**config.mk**
```make
export PLATFORM = sky130hd
export DESIGN_NAME = bpu_branch_unit
export DESIGN_NICKNAME = d
export VERILOG_FILES = /design/src/shared/bpu_pkg.sv /design/src/rtl/bpu_decode.sv /design/src/rtl/bpu_branch_unit.sv
export VERILOG_INCLUDE_DIRS = /design/src /design/src/shared
export SDC_FILE = /design/constraint.sdc
export NUM_CORES = 1
export LEC_CHECK = 0
export BUFFER_PORTS_ARGS = -buffer_cell sky130_fd_sc_hd__buf_4
export CORE_UTILIZATION = 25
export CTS_CLUSTER_SIZE = 8
export DETAILED_ROUTE_END_ITERATION = 10
export PLACE_DENSITY_LB_ADDON = 0.15
export SKIP_CTS_REPAIR_TIMING = 1
export SLEW_MARGIN = 20
export SYNTH_ARGS = -nofsm -noshare
export SYNTH_HDL_FRONTEND = slang
export SYNTH_SLANG_ARGS = --single-unit
```
**constraint.sdc**
```tcl
create_clock -name core_clk_i -period 0.87 [get_ports core_clk_i]
set_input_delay 0.174 -clock core_clk_i [delete_from_list [all_inputs] [get_ports core_clk_i]]
set_output_delay 0.174 -clock core_clk_i [all_outputs]
set_load 0.05 [all_outputs]
```
**src/shared/bpu_cfg.svh**
```systemverilog
// constants for the branch and pc update unit
`ifndef BPU_CFG_SVH
`define BPU_CFG_SVH
`define BPU_XLEN 32
`define BPU_PC_OFS 32'h0000_0004
`define BPU_HW_STEP 32'h0000_0002
`define BPU_W_STEP 32'h0000_0004
`define BPU_ALIGN_MASK 32'hFFFF_FFFC
`define BPU_LINK_STATE 32'h0000_0001
`define BPU_COND_RANGE_LO 32'hFFFF_FF00
`define BPU_COND_RANGE_HI 32'h0000_00FE
// 16-bit encodings, first halfword
`define BPU_P_UDF16 16'b11011110????????
`define BPU_P_SVC 16'b11011111????????
`define BPU_P_BCOND 16'b1101????????????
`define BPU_P_B 16'b11100???????????
`define BPU_P_RJUMP 16'b010001110????000
`define BPU_P_RCALL 16'b010001111????000
`define BPU_P_SUMPC 16'b010001001????111
`define BPU_P_COPYPC 16'b010001101????111
`define BPU_P_POPPC 16'b10111101????????
`define BPU_P_DEBUG_HALT_TRAP 16'b10111110????????
`define BPU_P_CMPJ 16'b1011?0?1????????
`define BPU_P_HINT 16'b10111111????????
`define BPU_P_LIT 16'b01001???????????
`define BPU_P_ADR 16'b10100???????????
// 32-bit encodings, with the 16-bit short branch that shares their prefix
`define BPU_P_WIDE 16'b111?????????????
`define BPU_P_NARROW_B 16'b11100???????????
`define BPU_P_UDF32_HI 12'hF7F
`define BPU_P_UDF32_LO 4'hA
`define BPU_P_BL_HI 5'h1E
`define BPU_P_SYS_OP 3'h7
`endif

```
**src/shared/bpu_pkg.sv**
```systemverilog
// types for the branch and pc update unit
`include "bpu_cfg.svh"
package bpu_pkg;
    typedef enum logic [3:0] {
        BPU_C_OTHER16, BPU_C_OTHER32, BPU_C_JUMP, BPU_C_JUMP_COND,
        BPU_C_CALL_LONG, BPU_C_REG_JUMP, BPU_C_REG_CALL, BPU_C_SUM_PC,
        BPU_C_COPY_PC, BPU_C_POP_PC, BPU_C_TRAP_DBG, BPU_C_TRAP_SVC,
        BPU_C_LIT_LOAD, BPU_C_PC_ADR, BPU_C_PERM_UNDEF, BPU_C_UNSUP
    } bpu_class_t;
    typedef struct packed {logic n; logic z; logic c; logic v;} bpu_flags_t;
    typedef struct packed {
        logic valid;
        logic [`BPU_XLEN-1:0] instr;
        logic [`BPU_XLEN-1:0] addr;
    } bpu_req_t;
    typedef struct packed {
        bpu_class_t cls;
        logic is32;
        logic [3:0] cond;
        logic [`BPU_XLEN-1:0] imm;
    } bpu_dec_t;
    typedef struct packed {
        logic vld; logic is32; logic adv; logic pc_we; logic link_we;
        logic fault; logic exc_dbg; logic exc_svc; logic undef;
        logic lit_we; logic adr_we;
        logic [`BPU_XLEN-1:0] addr;
        logic [`BPU_XLEN-1:0] next;
        logic [`BPU_XLEN-1:0] pc;
        logic [`BPU_XLEN-1:0] link;
        logic [`BPU_XLEN-1:0] pcrel;
    } bpu_res_t;
endpackage

```
**src/rtl/bpu_decode.sv**
```systemverilog
// instruction class and immediate decoder
`timescale 1ns/1ns
`include "bpu_cfg.svh"
module bpu_decode (
    // instruction, first halfword in the low half
    input wire logic [`BPU_XLEN-1:0] instr_i,
    // decoded class, width and offset
    output bpu_pkg::bpu_dec_t dec_o
);
    import bpu_pkg::*;
    logic [15:0] hw1;
    logic [15:0] hw2;
    logic s_bit;
    assign hw1 = instr_i[15:0];
    assign hw2 = instr_i[31:16];
    assign s_bit = hw1[10];

    // width is a property of the encoding alone, never of the class
    always_comb begin
        dec_o = '0;
        dec_o.cond = hw1[11:8];
        casez (hw1)
            `BPU_P_NARROW_B: dec_o.is32 = 1'b0;
            `BPU_P_WIDE: dec_o.is32 = 1'b1;
            default: dec_o.is32 = 1'b0;
        endcase
        if (dec_o.is32) begin
            if (hw1[15:4] == `BPU_P_UDF32_HI
                    && hw2[15:12] == `BPU_P_UDF32_LO) begin
                dec_o.cls = BPU_C_PERM_UNDEF;
            end else if (hw1[15:11] == `BPU_P_BL_HI
                    && hw2[15:14] == 2'h3 && hw2[12]) begin
                dec_o.cls = BPU_C_CALL_LONG;
                dec_o.imm = {{7{s_bit}}, s_bit, ~(hw2[13] ^ s_bit),
                    ~(hw2[11] ^ s_bit), hw1[9:0], hw2[10:0], 1'b0};
            end else if (hw1[15:11] == `BPU_P_BL_HI && hw2[15:14] == 2'h2
                    && !hw2[12] && hw1[9:7] == `BPU_P_SYS_OP) begin
                dec_o.cls = BPU_C_OTHER32;
            end else begin
                // wide conditional branch and the rest are absent
                dec_o.cls = BPU_C_UNSUP;
            end
        end else begin
            priority casez (hw1)
                `BPU_P_UDF16: dec_o.cls = BPU_C_PERM_UNDEF;
                `BPU_P_SVC: dec_o.cls = BPU_C_TRAP_SVC;
                `BPU_P_BCOND: begin
                    dec_o.cls = BPU_C_JUMP_COND;
                    dec_o.imm = {{23{hw1[7]}}, hw1[7:0], 1'b0};
                end
                `BPU_P_B: begin
                    dec_o.cls = BPU_C_JUMP;
                    dec_o.imm = {{20{hw1[10]}}, hw1[10:0], 1'b0};
                end
                `BPU_P_RJUMP: dec_o.cls = BPU_C_REG_JUMP;
                `BPU_P_RCALL: dec_o.cls = BPU_C_REG_CALL;
                `BPU_P_SUMPC: dec_o.cls = BPU_C_SUM_PC;
                `BPU_P_COPYPC: dec_o.cls = BPU_C_COPY_PC;
                `BPU_P_POPPC: dec_o.cls = BPU_C_POP_PC;
                `BPU_P_DEBUG_HALT_TRAP: dec_o.cls = BPU_C_TRAP_DBG;
                `BPU_P_CMPJ: dec_o.cls = BPU_C_UNSUP;
                // hint space; a nonzero mask would be an if_then_group
                `BPU_P_HINT: dec_o.cls =
                    (hw1[3:0] != 4'h0) ? BPU_C_UNSUP : BPU_C_OTHER16;
                `BPU_P_LIT: begin
                    dec_o.cls = BPU_C_LIT_LOAD;
                    dec_o.imm = {22'h0, hw1[7:0], 2'h0};
                end
                `BPU_P_ADR: begin
                    dec_o.cls = BPU_C_PC_ADR;
                    dec_o.imm = {22'h0, hw1[7:0], 2'h0};
                end
                default: dec_o.cls = BPU_C_OTHER16;
            endcase
        end
    end
endmodule // bpu_decode

```
**src/rtl/bpu_branch_unit.sv**
```systemverilog
// branch and program counter update unit
`timescale 1ns/1ns
`include "bpu_cfg.svh"

module bpu_branch_unit (
    // clock and reset
    input wire logic core_clk_i,
    input wire logic rstn_i,
    // instruction from decode, with operands read for it
    input bpu_pkg::bpu_req_t req_i,
    input bpu_pkg::bpu_flags_t flags_i,
    input wire logic [`BPU_XLEN-1:0] rm_val_i,
    input wire logic [`BPU_XLEN-1:0] pop_val_i,
    // pc update result, one cycle later
    output bpu_pkg::bpu_res_t res_o
);
    import bpu_pkg::*;

    bpu_dec_t dec;
    bpu_res_t res_d;
    bpu_res_t res_q;
    logic [`BPU_XLEN-1:0] pc_val;
    logic [`BPU_XLEN-1:0] pc_word;
    logic [`BPU_XLEN-1:0] seq_pc;
    logic [`BPU_XLEN-1:0] iw_val;
    logic iw_cls;
    logic pass;

    // pc write form: bit 0 is never stored
    function automatic logic [`BPU_XLEN-1:0] write_pc(
        input logic [`BPU_XLEN-1:0] v);
        write_pc = {v[`BPU_XLEN-1:1], 1'b0};
    endfunction

    // link value keeps the only supported execution state
    function automatic logic [`BPU_XLEN-1:0] link_of(
        input logic [`BPU_XLEN-1:0] v);
        link_of = v | `BPU_LINK_STATE;
    endfunction

    // condition test on negative, zero, carry and overflow
    function automatic logic cond_pass(input logic [3:0] cc,
        input bpu_flags_t f);
        logic r;
        r = 1'b0;
        unique case (cc[3:1])
            3'h0: r = f.z;
            3'h1: r = f.c;
            3'h2: r = f.n;
            3'h3: r = f.v;
            3'h4: r = f.c && !f.z;
            3'h5: r = (f.n == f.v);
            3'h6: r = !f.z && (f.n == f.v);
            3'h7: r = 1'b1;
        endcase
        cond_pass = (cc[0] && cc[3:1] != 3'h7) ? !r : r;
    endfunction

    bpu_decode u_dec (
        .instr_i(req_i.instr),
        .dec_o(dec)
    );

    // pc as the instruction sees it, and its word-aligned form
    assign pc_val = req_i.addr + `BPU_PC_OFS;
    assign pc_word = pc_val & `BPU_ALIGN_MASK;
    // narrow and wide instructions mix freely in the stream
    assign seq_pc = req_i.addr
        + (dec.is32 ? `BPU_W_STEP : `BPU_HW_STEP);
    assign pass = cond_pass(dec.cond, flags_i);

    // interworking value: register operand or the popped word
    assign iw_cls = dec.cls == BPU_C_REG_JUMP
        || dec.cls == BPU_C_REG_CALL
        || dec.cls == BPU_C_POP_PC;
    assign iw_val = (dec.cls == BPU_C_POP_PC) ? pop_val_i
        : rm_val_i;

    // result of one instruction; a fault blocks every side effect
    always_comb begin
        res_d = '0;
        res_d.vld = req_i.valid;
        res_d.is32 = dec.is32;
        res_d.addr = req_i.addr;
        res_d.next = seq_pc;
        if (!req_i.valid) begin
            res_d = '0;
        end else if (req_i.addr[0]) begin
            // fetch off a halfword boundary cannot execute
            res_d.fault = 1'b1;
        end else begin
            unique case (dec.cls)
                BPU_C_JUMP: begin
                    res_d.pc_we = 1'b1;
                    res_d.pc = write_pc(pc_val + dec.imm);
                end
                BPU_C_JUMP_COND: begin
                    // failed test: sequential advance only
                    res_d.pc_we = pass;
                    res_d.pc = write_pc(pc_val + dec.imm);
                end
                BPU_C_CALL_LONG: begin
                    // state comes from the encoding, not from bit 0
                    res_d.pc_we = 1'b1;
                    res_d.pc = write_pc(pc_val + dec.imm);
                    res_d.link_we = 1'b1;
                    res_d.link = link_of(seq_pc);
                end
                BPU_C_REG_JUMP, BPU_C_REG_CALL, BPU_C_POP_PC: begin
                    if (!iw_val[0]) begin
                        // precise: nothing at the target runs
                        res_d.fault = 1'b1;
                    end else begin
                        res_d.pc_we = 1'b1;
                        res_d.pc = write_pc(iw_val);
                        res_d.link_we = dec.cls == BPU_C_REG_CALL;
                        res_d.link = (dec.cls == BPU_C_REG_CALL)
                            ? link_of(seq_pc) : '0;
                    end
                end
                BPU_C_SUM_PC: begin
                    res_d.pc_we = 1'b1;
                    res_d.pc = write_pc(pc_val + rm_val_i);
                end
                BPU_C_COPY_PC: begin
                    res_d.pc_we = 1'b1;
                    res_d.pc = write_pc(rm_val_i);
                end
                BPU_C_TRAP_DBG: res_d.exc_dbg = 1'b1;
                BPU_C_TRAP_SVC: res_d.exc_svc = 1'b1;
                BPU_C_LIT_LOAD: begin
                    res_d.lit_we = 1'b1;
                    res_d.pcrel = pc_word + dec.imm;
                end
                BPU_C_PC_ADR: begin
                    res_d.adr_we = 1'b1;
                    res_d.pcrel = pc_word + dec.imm;
                end
                BPU_C_PERM_UNDEF, BPU_C_UNSUP: begin
                    // undefined and absent forms both trap
                    res_d.undef = 1'b1;
                end
                BPU_C_OTHER16, BPU_C_OTHER32: ;
            endcase
        end
        res_d.adv = res_d.vld && !res_d.pc_we && !res_d.fault
            && !res_d.exc_dbg && !res_d.exc_svc
            && !res_d.undef;
    end

    // single result register; outputs come only from here
    always_ff @(posedge core_clk_i or negedge rstn_i) begin
        if (!rstn_i) begin
            res_q <= '0;
        end else begin
            res_q <= res_d;
        end
    end

    assign res_o = res_q;
endmodule // bpu_branch_unit

```
==> metrics.md, run 1 <==
| Metric | Value |
|---|---|
| Worst setup endpoint | `res_o[29]$_DFF_PN0_` |
| Crit path arrival time | `4.04 ns` |
| Power per unit of standard cell area | `1120 nW/µm²` |
| Die Height | `213 µm` |
| Number of buffer and inverter instances along the worst setup path | `6` |
| WP data required | `1.25 ns` |
| Relative contribution of combinational cells to total power | `0.308` |
| Final number of hold-violating endpoints | `0` |
| Sinks on the clock net | `167` |
| Filler cells | `4353` |
| Antenna violation net count after detailed routing | `0` |
| Fraction of layout cells with a size suffix above 1 | `0.559` |
| Status | `finished, violations left` |
| Vias in the first global route | `12186` |
| Top-level port count | `306` |
| Number of diodes | `0` |
| Clock-pin transition on the worst setup and hold timing paths | `0.07 ns` |
| Critical path endpoint category | `flop` |
| Post-place setup slack | `-3.36 ns` |
| Root buffer cell | `sky130_fd_sc_hd__clkbuf_16` |
| Standard-cell rows | `77` |
| Internal power | `15.7 mW` |
| Synth area leaders | `sky130_fd_sc_hd__dfrtp_1 (37%), sky130_fd_sc_hd__ha_1 (6.9%), sky130_fd_sc_hd__nor2_1 (6.2%)` |
| Initial DRC count | `671` |
| Worst Hold Launch | `pop_val_i[23]` |
| Setup repair after global routing missed its margin | `true` |
| Most used cell along the critical path | `sky130_fd_sc_hd__buf_6` |
| Launching instance or port of the critical path | `req_i[47]` |
| Cells traversed along the worst timing path | `buf_8 -> buf_12 -> or4bb_4 -> a21oi_4 -> buf_6 -> buf_6 -> o21ai_2 -> a21oi_1 -> a21o_1 -> buf_6 -> ha_4 -> o21a_1 -> o21ai_2 -> a211oi_2 -> a221o_2 -> a2111oi_4 -> buf_4 -> nor3_2 -> or3_1 -> nor2_1` |
| Largest fanout of any net on the critical path | `7` |
| Flip-flop count of the largest register after layout | `167` |
| Largest net degree at the start of global routing | `62` |
| Total clock buffers created by CTS | `17` |
| Number of storage elements in the synthesis netlist | `167` |
| Proportion of total power due to net switching | `0.325` |
| Crit path launch type | `input pin` |
| Number of optimization iterations in the first detailed-route pass | `5` |
| Vias per cell | `4.67` |
| Proportion of register bits with asynchronous set or reset after synthesis | `1.00` |
| DRC errors left | `0` |
| Total core area | `44100 µm²` |
| Number of buffers between clock root and the deepest sink | `2` |
| Post-layout total power | `23.3 mW` |
| Final cycle utilization of the critical path | `4.21` |
| Sequential cell fraction of total power | `0.345` |
| Syn-to-layout area delta | `86.2%` |
| Tightest Pin Transition | `0.874 ns` |
| DRT Wirelength | `50.2 mm` |
| Critical path depth | `20` |
| Share of the synthesized area in the top cell type | `0.374` |
| Global-route usage over all layers | `0.208` |
| Cell family contributing the most delay on the critical path | `compound AO/OA/AOI/OAI gates` |
| Die W | `213 µm` |
| CTS H-Tree Depth | `4` |
| Area leader, netlist | `sky130_fd_sc_hd__dfrtp_1` |
| Violations in the final reports | `negative setup slack` |
| Max cap viols | `0` |
| Routed wire length per instance | `18.7 µm` |
| Net Sw Power | `7.57 mW` |
| Grt total ovfl | `0` |
| Number of synthesis warnings | `0` |
| Sum of negative setup slack | `-285.47 ns` |
| Net total in the final layout | `2280` |
| Hold slack final | `0.00666 ns` |
| Max Clk Rate | `273 MHz` |
| DIE AREA | `45500 µm²` |
| Finished layout cell area | `20800 µm²` |
| Slowest cell delay on critical path | `0.53 ns` |
| Top_reg_cell synth | `sky130_fd_sc_hd__dfrtp_1` |
| Synthesized area per cell | `8.71 µm²` |
| Routability congestion estimate | `0.956` |
| Part of the Yosys area used for sequential elements | `0.374` |
| Number of distinct library cells after synthesis | `79` |
| TritonCTS clock tree | `done` |
| Relative slew margins | `0.413` |
| Most frequent cell after synthesis | `sky130_fd_sc_hd__nor2_1` |
| Setup slack after layout | `-2.79 ns` |
| Total vias in the final route | `12551` |
| Commonest cells post-synth | `sky130_fd_sc_hd__nor2_1 (185), sky130_fd_sc_hd__dfrtp_1 (167), sky130_fd_sc_hd__nand2_1 (102)` |
| Critical path class | `in2reg` |
| Number of standard cells after synthesis | `1282` |
| First-pass GRT wire length | `70.6 mm` |
| Period minus WS final | `3.66 ns` |
| Total setup violations reported at the end of the flow | `301` |
| Initial core utilization | `0.253` |
| Count of flip-flops with a built-in enable after synthesis | `0` |
| Worst path slowest cell | `sky130_fd_sc_hd__or4bb_4` |
| Dpl hpwl | `39.2 mm` |
| Netlist Area Pre-Place | `11200 µm²` |
| IO buf count | `303` |
| DP Area | `18200 µm²` |
| Tightest Hold Check Type | `in2reg` |
| Worst IR Drop VDD | `1.08 mV` |
| Relative contribution of the clock network to total power | `0.347` |
| Antenna violations before repair | `0` |
| Final Max Slew Viols | `0` |
| Reported leakage power | `10.0 nW` |
==> metrics by stage <==
step                 util  std cells
finish              0.471       2685
global route        0.471       2685
CTS                 0.426       2607
detailed placement  0.413       2575
global placement    0.413       2575
floorplan               -       1284
==> tightest hold or removal path, stage by stage <==
cell and delay, ns:
sky130_fd_sc_hd__buf_4 0.08, sky130_fd_sc_hd__a22oi_2 0.06, sky130_fd_sc_hd__a21oi_2 0.11
==> worst min path at each step <==
stage | endpoint | slack (ns) | cells after the start
4_1_cts | res_o[32]$_DFF_PN0_ | -0.40 | 2
3_3_place_gp | res_o[32]$_DFF_PN0_ | 0.11 | 2
2_1_floorplan | res_o[100]$_DFF_PN0_ | -0.12 | 0
6_report | res_o[87]$_DFF_PN0_ | 0.007 | 3
3_5_place_dp | res_o[32]$_DFF_PN0_ | 0.11 | 2
5_1_grt | res_o[94]$_DFF_PN0_ | 0.006 | 3
==> placed cells by master, fill, tap and decap left out, types with 7 or more instances in the layout <==
cell and n:
sky130_fd_sc_hd__a21o_1 34, sky130_fd_sc_hd__a21oi_1 57, sky130_fd_sc_hd__a21oi_2 30, sky130_fd_sc_hd__a21oi_4 8, sky130_fd_sc_hd__a22oi_1 24, sky130_fd_sc_hd__a22oi_2 15
sky130_fd_sc_hd__and2_1 36, sky130_fd_sc_hd__and3_1 7, sky130_fd_sc_hd__and4_1 7, sky130_fd_sc_hd__buf_12 16, sky130_fd_sc_hd__buf_4 758, sky130_fd_sc_hd__buf_6 44
sky130_fd_sc_hd__clkbuf_16 21, sky130_fd_sc_hd__dfrtp_1 165, sky130_fd_sc_hd__dlygate4sd3_1 18, sky130_fd_sc_hd__ha_1 40, sky130_fd_sc_hd__ha_4 19, sky130_fd_sc_hd__inv_1 21
sky130_fd_sc_hd__mux2_2 9, sky130_fd_sc_hd__nand2_1 96, sky130_fd_sc_hd__nand2b_1 8, sky130_fd_sc_hd__nand3_1 38, sky130_fd_sc_hd__nand4_1 14, sky130_fd_sc_hd__nor2_1 165
sky130_fd_sc_hd__nor2_2 12, sky130_fd_sc_hd__nor2_4 8, sky130_fd_sc_hd__nor2b_1 8, sky130_fd_sc_hd__nor3_1 20, sky130_fd_sc_hd__nor3_2 40, sky130_fd_sc_hd__nor4_2 7
sky130_fd_sc_hd__o211ai_1 7, sky130_fd_sc_hd__o21ai_0 13, sky130_fd_sc_hd__o21ai_1 7, sky130_fd_sc_hd__o21ai_2 24, sky130_fd_sc_hd__xnor2_1 35, sky130_fd_sc_hd__xnor2_2 19
sky130_fd_sc_hd__xor2_1 35, sky130_fd_sc_hd__xor2_2 12
==> cell families (layout without fill, tap and decap cells) <==
kind of cell               after synthesis  count (layout)  share of synthesized area
adders and majority gates               65              65                     0.0749
other                                    1               3                   0.000336
DFF                                    167             167                      0.374
buffers and inverters                   93             901                     0.0361
muxes                                   17              17                     0.0165
AOI/OAI and AO/OA                      299             299                      0.182
and+or+nand+nor                        537             538                      0.234
xor gates and xnor gates               103             103                     0.0815
==> area by class of cell <==
type,count,area (µm²),area share
multi-input cells,1025,8310,0.400
clock buffers,19,443,0.0213
flip-flops and latches,167,4180,0.201
inverters,25,93.8,0.00451
repair buffers,844,6860,0.330
clock inverters,13,158,0.00758
well taps,592,741,0.0356
==> per-layer routing <==
metal  share of wire  GRT usage  vias up
met5               0          0        -
met4           0.024     0.0680        0
met2            0.47      0.328      337
li1                -          -     6138
met1            0.47      0.292     6020
met3           0.040     0.0281       56
==> power groups by stage <==
| stage | Combinational [mW] | Sequential [mW] | Clock, mW |
|---|---|---|---|
| floorplan | 2.37 | 8.88 | 0 |
| global placement | 6.31 | 8.18 | 0 |
| detailed placement | 6.32 | 8.18 | 0 |
| CTS | 6.36 | 8.03 | 8.34 |
| global route | 7.67 | 8.04 | 8.64 |
| finish | 7.16 | 8.03 | 8.07 |
No activity file was read; power rests on OpenSTA's default activity.
==> inputs of run 2 (changes only) <==
Settings changed: CTS_BUF_LIST from default to sky130_fd_sc_hd__clkbuf_8, HOLD_SLACK_MARGIN from default to 0.1, SETUP_SLACK_MARGIN from default to 0.02.
==> metrics.md, run 2 (same netlist as run 1, synthesis figures left out) <==
| Metric | Value |
|---|---|
| Status | `finished, violations left` |
| Violations in the final reports | `negative setup slack` |
| Critical path endpoint category | `flop` |
| Antenna violations before repair | `0 (unchanged)` |
| Die Height | `213 µm (unchanged)` |
| TritonCTS clock tree | `done` |
| Finished layout cell area | `21300 µm² (+2.5%)` |
| Vias per cell | `4.64 (-0.66%)` |
| Antenna violation net count after detailed routing | `0 (unchanged)` |
| Setup slack after layout | `-2.72 ns (+0.0668 ns)` |
| Initial core utilization | `0.253 (unchanged)` |
| Relative slew margins | `0.405 (-0.00824)` |
| Largest fanout of any net on the critical path | `5 (-2)` |
| Most common cell after layout, fill and taps aside | `sky130_fd_sc_hd__buf_4` |
| CTS H-Tree Depth | `4 (unchanged)` |
| IO buf count | `303 (unchanged)` |
| Highest-utilization routing layer at the global route stage | `met2` |
| Total core area | `44100 µm² (unchanged)` |
| Routed wire length per instance | `18.5 µm (-1.1%)` |
| DRC errors left | `0 (unchanged)` |
| Routability congestion estimate | `0.956 (unchanged)` |
| Critical path class | `in2reg` |
| Max cap viols | `0 (unchanged)` |
| Flip-flop count of the largest register after layout | `167 (unchanged)` |
| Hold slack final | `0.0774 ns (+0.0708 ns)` |
| Met2 Usage GRT | `0.328 (about the same)` |
| DRT Wirelength | `51.0 mm (+1.7%)` |
| Largest net degree at the start of global routing | `62 (unchanged)` |
| Most used cell along the critical path | `sky130_fd_sc_hd__buf_6` |
| Top-level port count | `306 (unchanged)` |
| Final Max Slew Viols | `0 (unchanged)` |
| Vias in the first global route | `12198 (+0.098%)` |
| Clock-pin transition on the worst setup and hold timing paths | `0.09 ns (+0.02 ns)` |
| Max Clk Rate | `278 MHz (+1.9%)` |
| Sum of negative setup slack | `-285.30 ns (+0.172 ns)` |
| Power per unit of standard cell area | `1010 nW/µm² (-9.4%)` |
| Initial DRC count | `687 (+2.4%)` |
| M3 GR Usage | `0.0224 (-0.00571)` |
| Worst path slowest cell | `sky130_fd_sc_hd__or4bb_4` |
| Tightest Pin Transition | `0.886 ns (+0.0123 ns)` |
| DP Area | `18200 µm² (unchanged)` |
| Reported leakage power | `10.2 nW (+2.0%)` |
| Worst IR Drop VDD | `0.860 mV (-21%)` |
| Grt total ovfl | `0 (unchanged)` |
| DIE AREA | `45500 µm² (unchanged)` |
| Setup repair after global routing missed its margin | `true` |
| Cells traversed along the worst timing path | `buf_8 -> buf_12 -> or4bb_4 -> a21oi_4 -> buf_6 -> buf_6 -> o21ai_2 -> a21oi_1 -> a21o_1 -> buf_6 -> ha_4 -> o21a_1 -> o21ai_2 -> a211oi_2 -> a221o_2 -> a2111oi_4 -> buf_4 -> nor3_2 -> or3_1 -> nor2_1` |
| Post-layout util | `0.483 (+0.0116)` |
| Fraction of layout cells with a size suffix above 1 | `0.539 (-0.0200)` |
| Slowest cell delay on critical path | `0.52 ns (about the same)` |
| Dpl hpwl | `39.2 mm (unchanged)` |
| Tightest Hold Check Type | `in2reg` |
| Post-place setup slack | `-3.36 ns (unchanged)` |
| Total clock buffers created by CTS | `17 (unchanged)` |
| Number of optimization iterations in the first detailed-route pass | `5 (unchanged)` |
| Number of buffer and inverter instances along the worst setup path | `6 (unchanged)` |
| Total setup violations reported at the end of the flow | `303 (+0.66%)` |
| Crit path launch type | `input pin` |
| Sinks on the clock net | `167 (unchanged)` |
| Number of buffers between clock root and the deepest sink | `2 (unchanged)` |
| Final number of hold-violating endpoints | `0 (unchanged)` |
| Period minus WS final | `3.59 ns (-0.0668 ns)` |
| Net total in the final layout | `2354 (+3.2%)` |
| Total vias in the final route | `12817 (+2.1%)` |
| Standard-cell rows | `77 (unchanged)` |
| Die W | `213 µm (unchanged)` |
| WP data required | `1.30 ns (+0.05 ns)` |
| GR Util met1 | `0.292 (about the same)` |
| Highest-count cells in the layout ignoring fill and taps | `sky130_fd_sc_hd__buf_4 (763), sky130_fd_sc_hd__nor2_1 (166), sky130_fd_sc_hd__dfrtp_1 (165)` |
| Global-route usage over all layers | `0.208 (about the same)` |
| Syn-to-layout area delta | `90.7%` |
| Cell family contributing the most delay on the critical path | `compound AO/OA/AOI/OAI gates` |
| Final cycle utilization of the critical path | `4.13 (-0.0768)` |
| Root buffer cell | `sky130_fd_sc_hd__clkbuf_8` |
| Crit path arrival time | `4.02 ns (-0.02 ns)` |
| First-pass GRT wire length | `70.6 mm (about the same)` |
## run 2: cell count changes in the layout (fill, tap and decap cells not counted), sizes merged
cell         previous run  this run
buf                   822       825
clkbuf                 23        21
diode                   0         1
dlygate4sd3            18        90
inv                    33        34
## run 2: metal layers
layer | wire, µm | part of all wire | up-vias
li1 | - | - | 6291
met1 | 23500 | 0.46 | 6128
met2 | 24000 | 0.47 | 335
met3 | 2140 | 0.042 | 63
met4 | 1370 | 0.027 | 0
met5 | 0 | 0 | -
## run 2: power by group
group / internal (mW) / switching [mW]
registers: 7.95 / 0.0734
clock network: 2.71 / 3.42
logic: 3.55 / 3.89
## run 2: final cells by class
type	count	area, µm²
well taps	592	741
multi-input cells	1025	8300
clock buffers	18	248
fillers	4317	22800
inverters	25	93.8
flip-flops and latches	167	4180
diodes	1	2.50
repair buffers	918	7570
clock inverters	14	161
## run 2: worst paths after layout
path / from / to / slack [ns] / cells after the start
worst max-delay path: req_i[47] / res_o[29]$_DFF_PN0_ / -2.72 / 20
worst min-delay path: req_i[21] / res_o[117]$_DFF_PN0_ / 0.08 / 4
max in group asynchronous: rstn_i / res_o[52]$_DFF_PN0_ / 0.29 / 4
min in group asynchronous: rstn_i / res_o[32]$_DFF_PN0_ / 0.15 / 3
## run 2: per-stage QoR
step           total power, mW  std cells
2_1_floorplan             11.2       1284
6_report                  21.6       2760
3_5_place_dp              14.5       2575
3_3_place_gp              14.5       2575
5_1_grt                   22.7       2759
4_1_cts                   20.8       2607
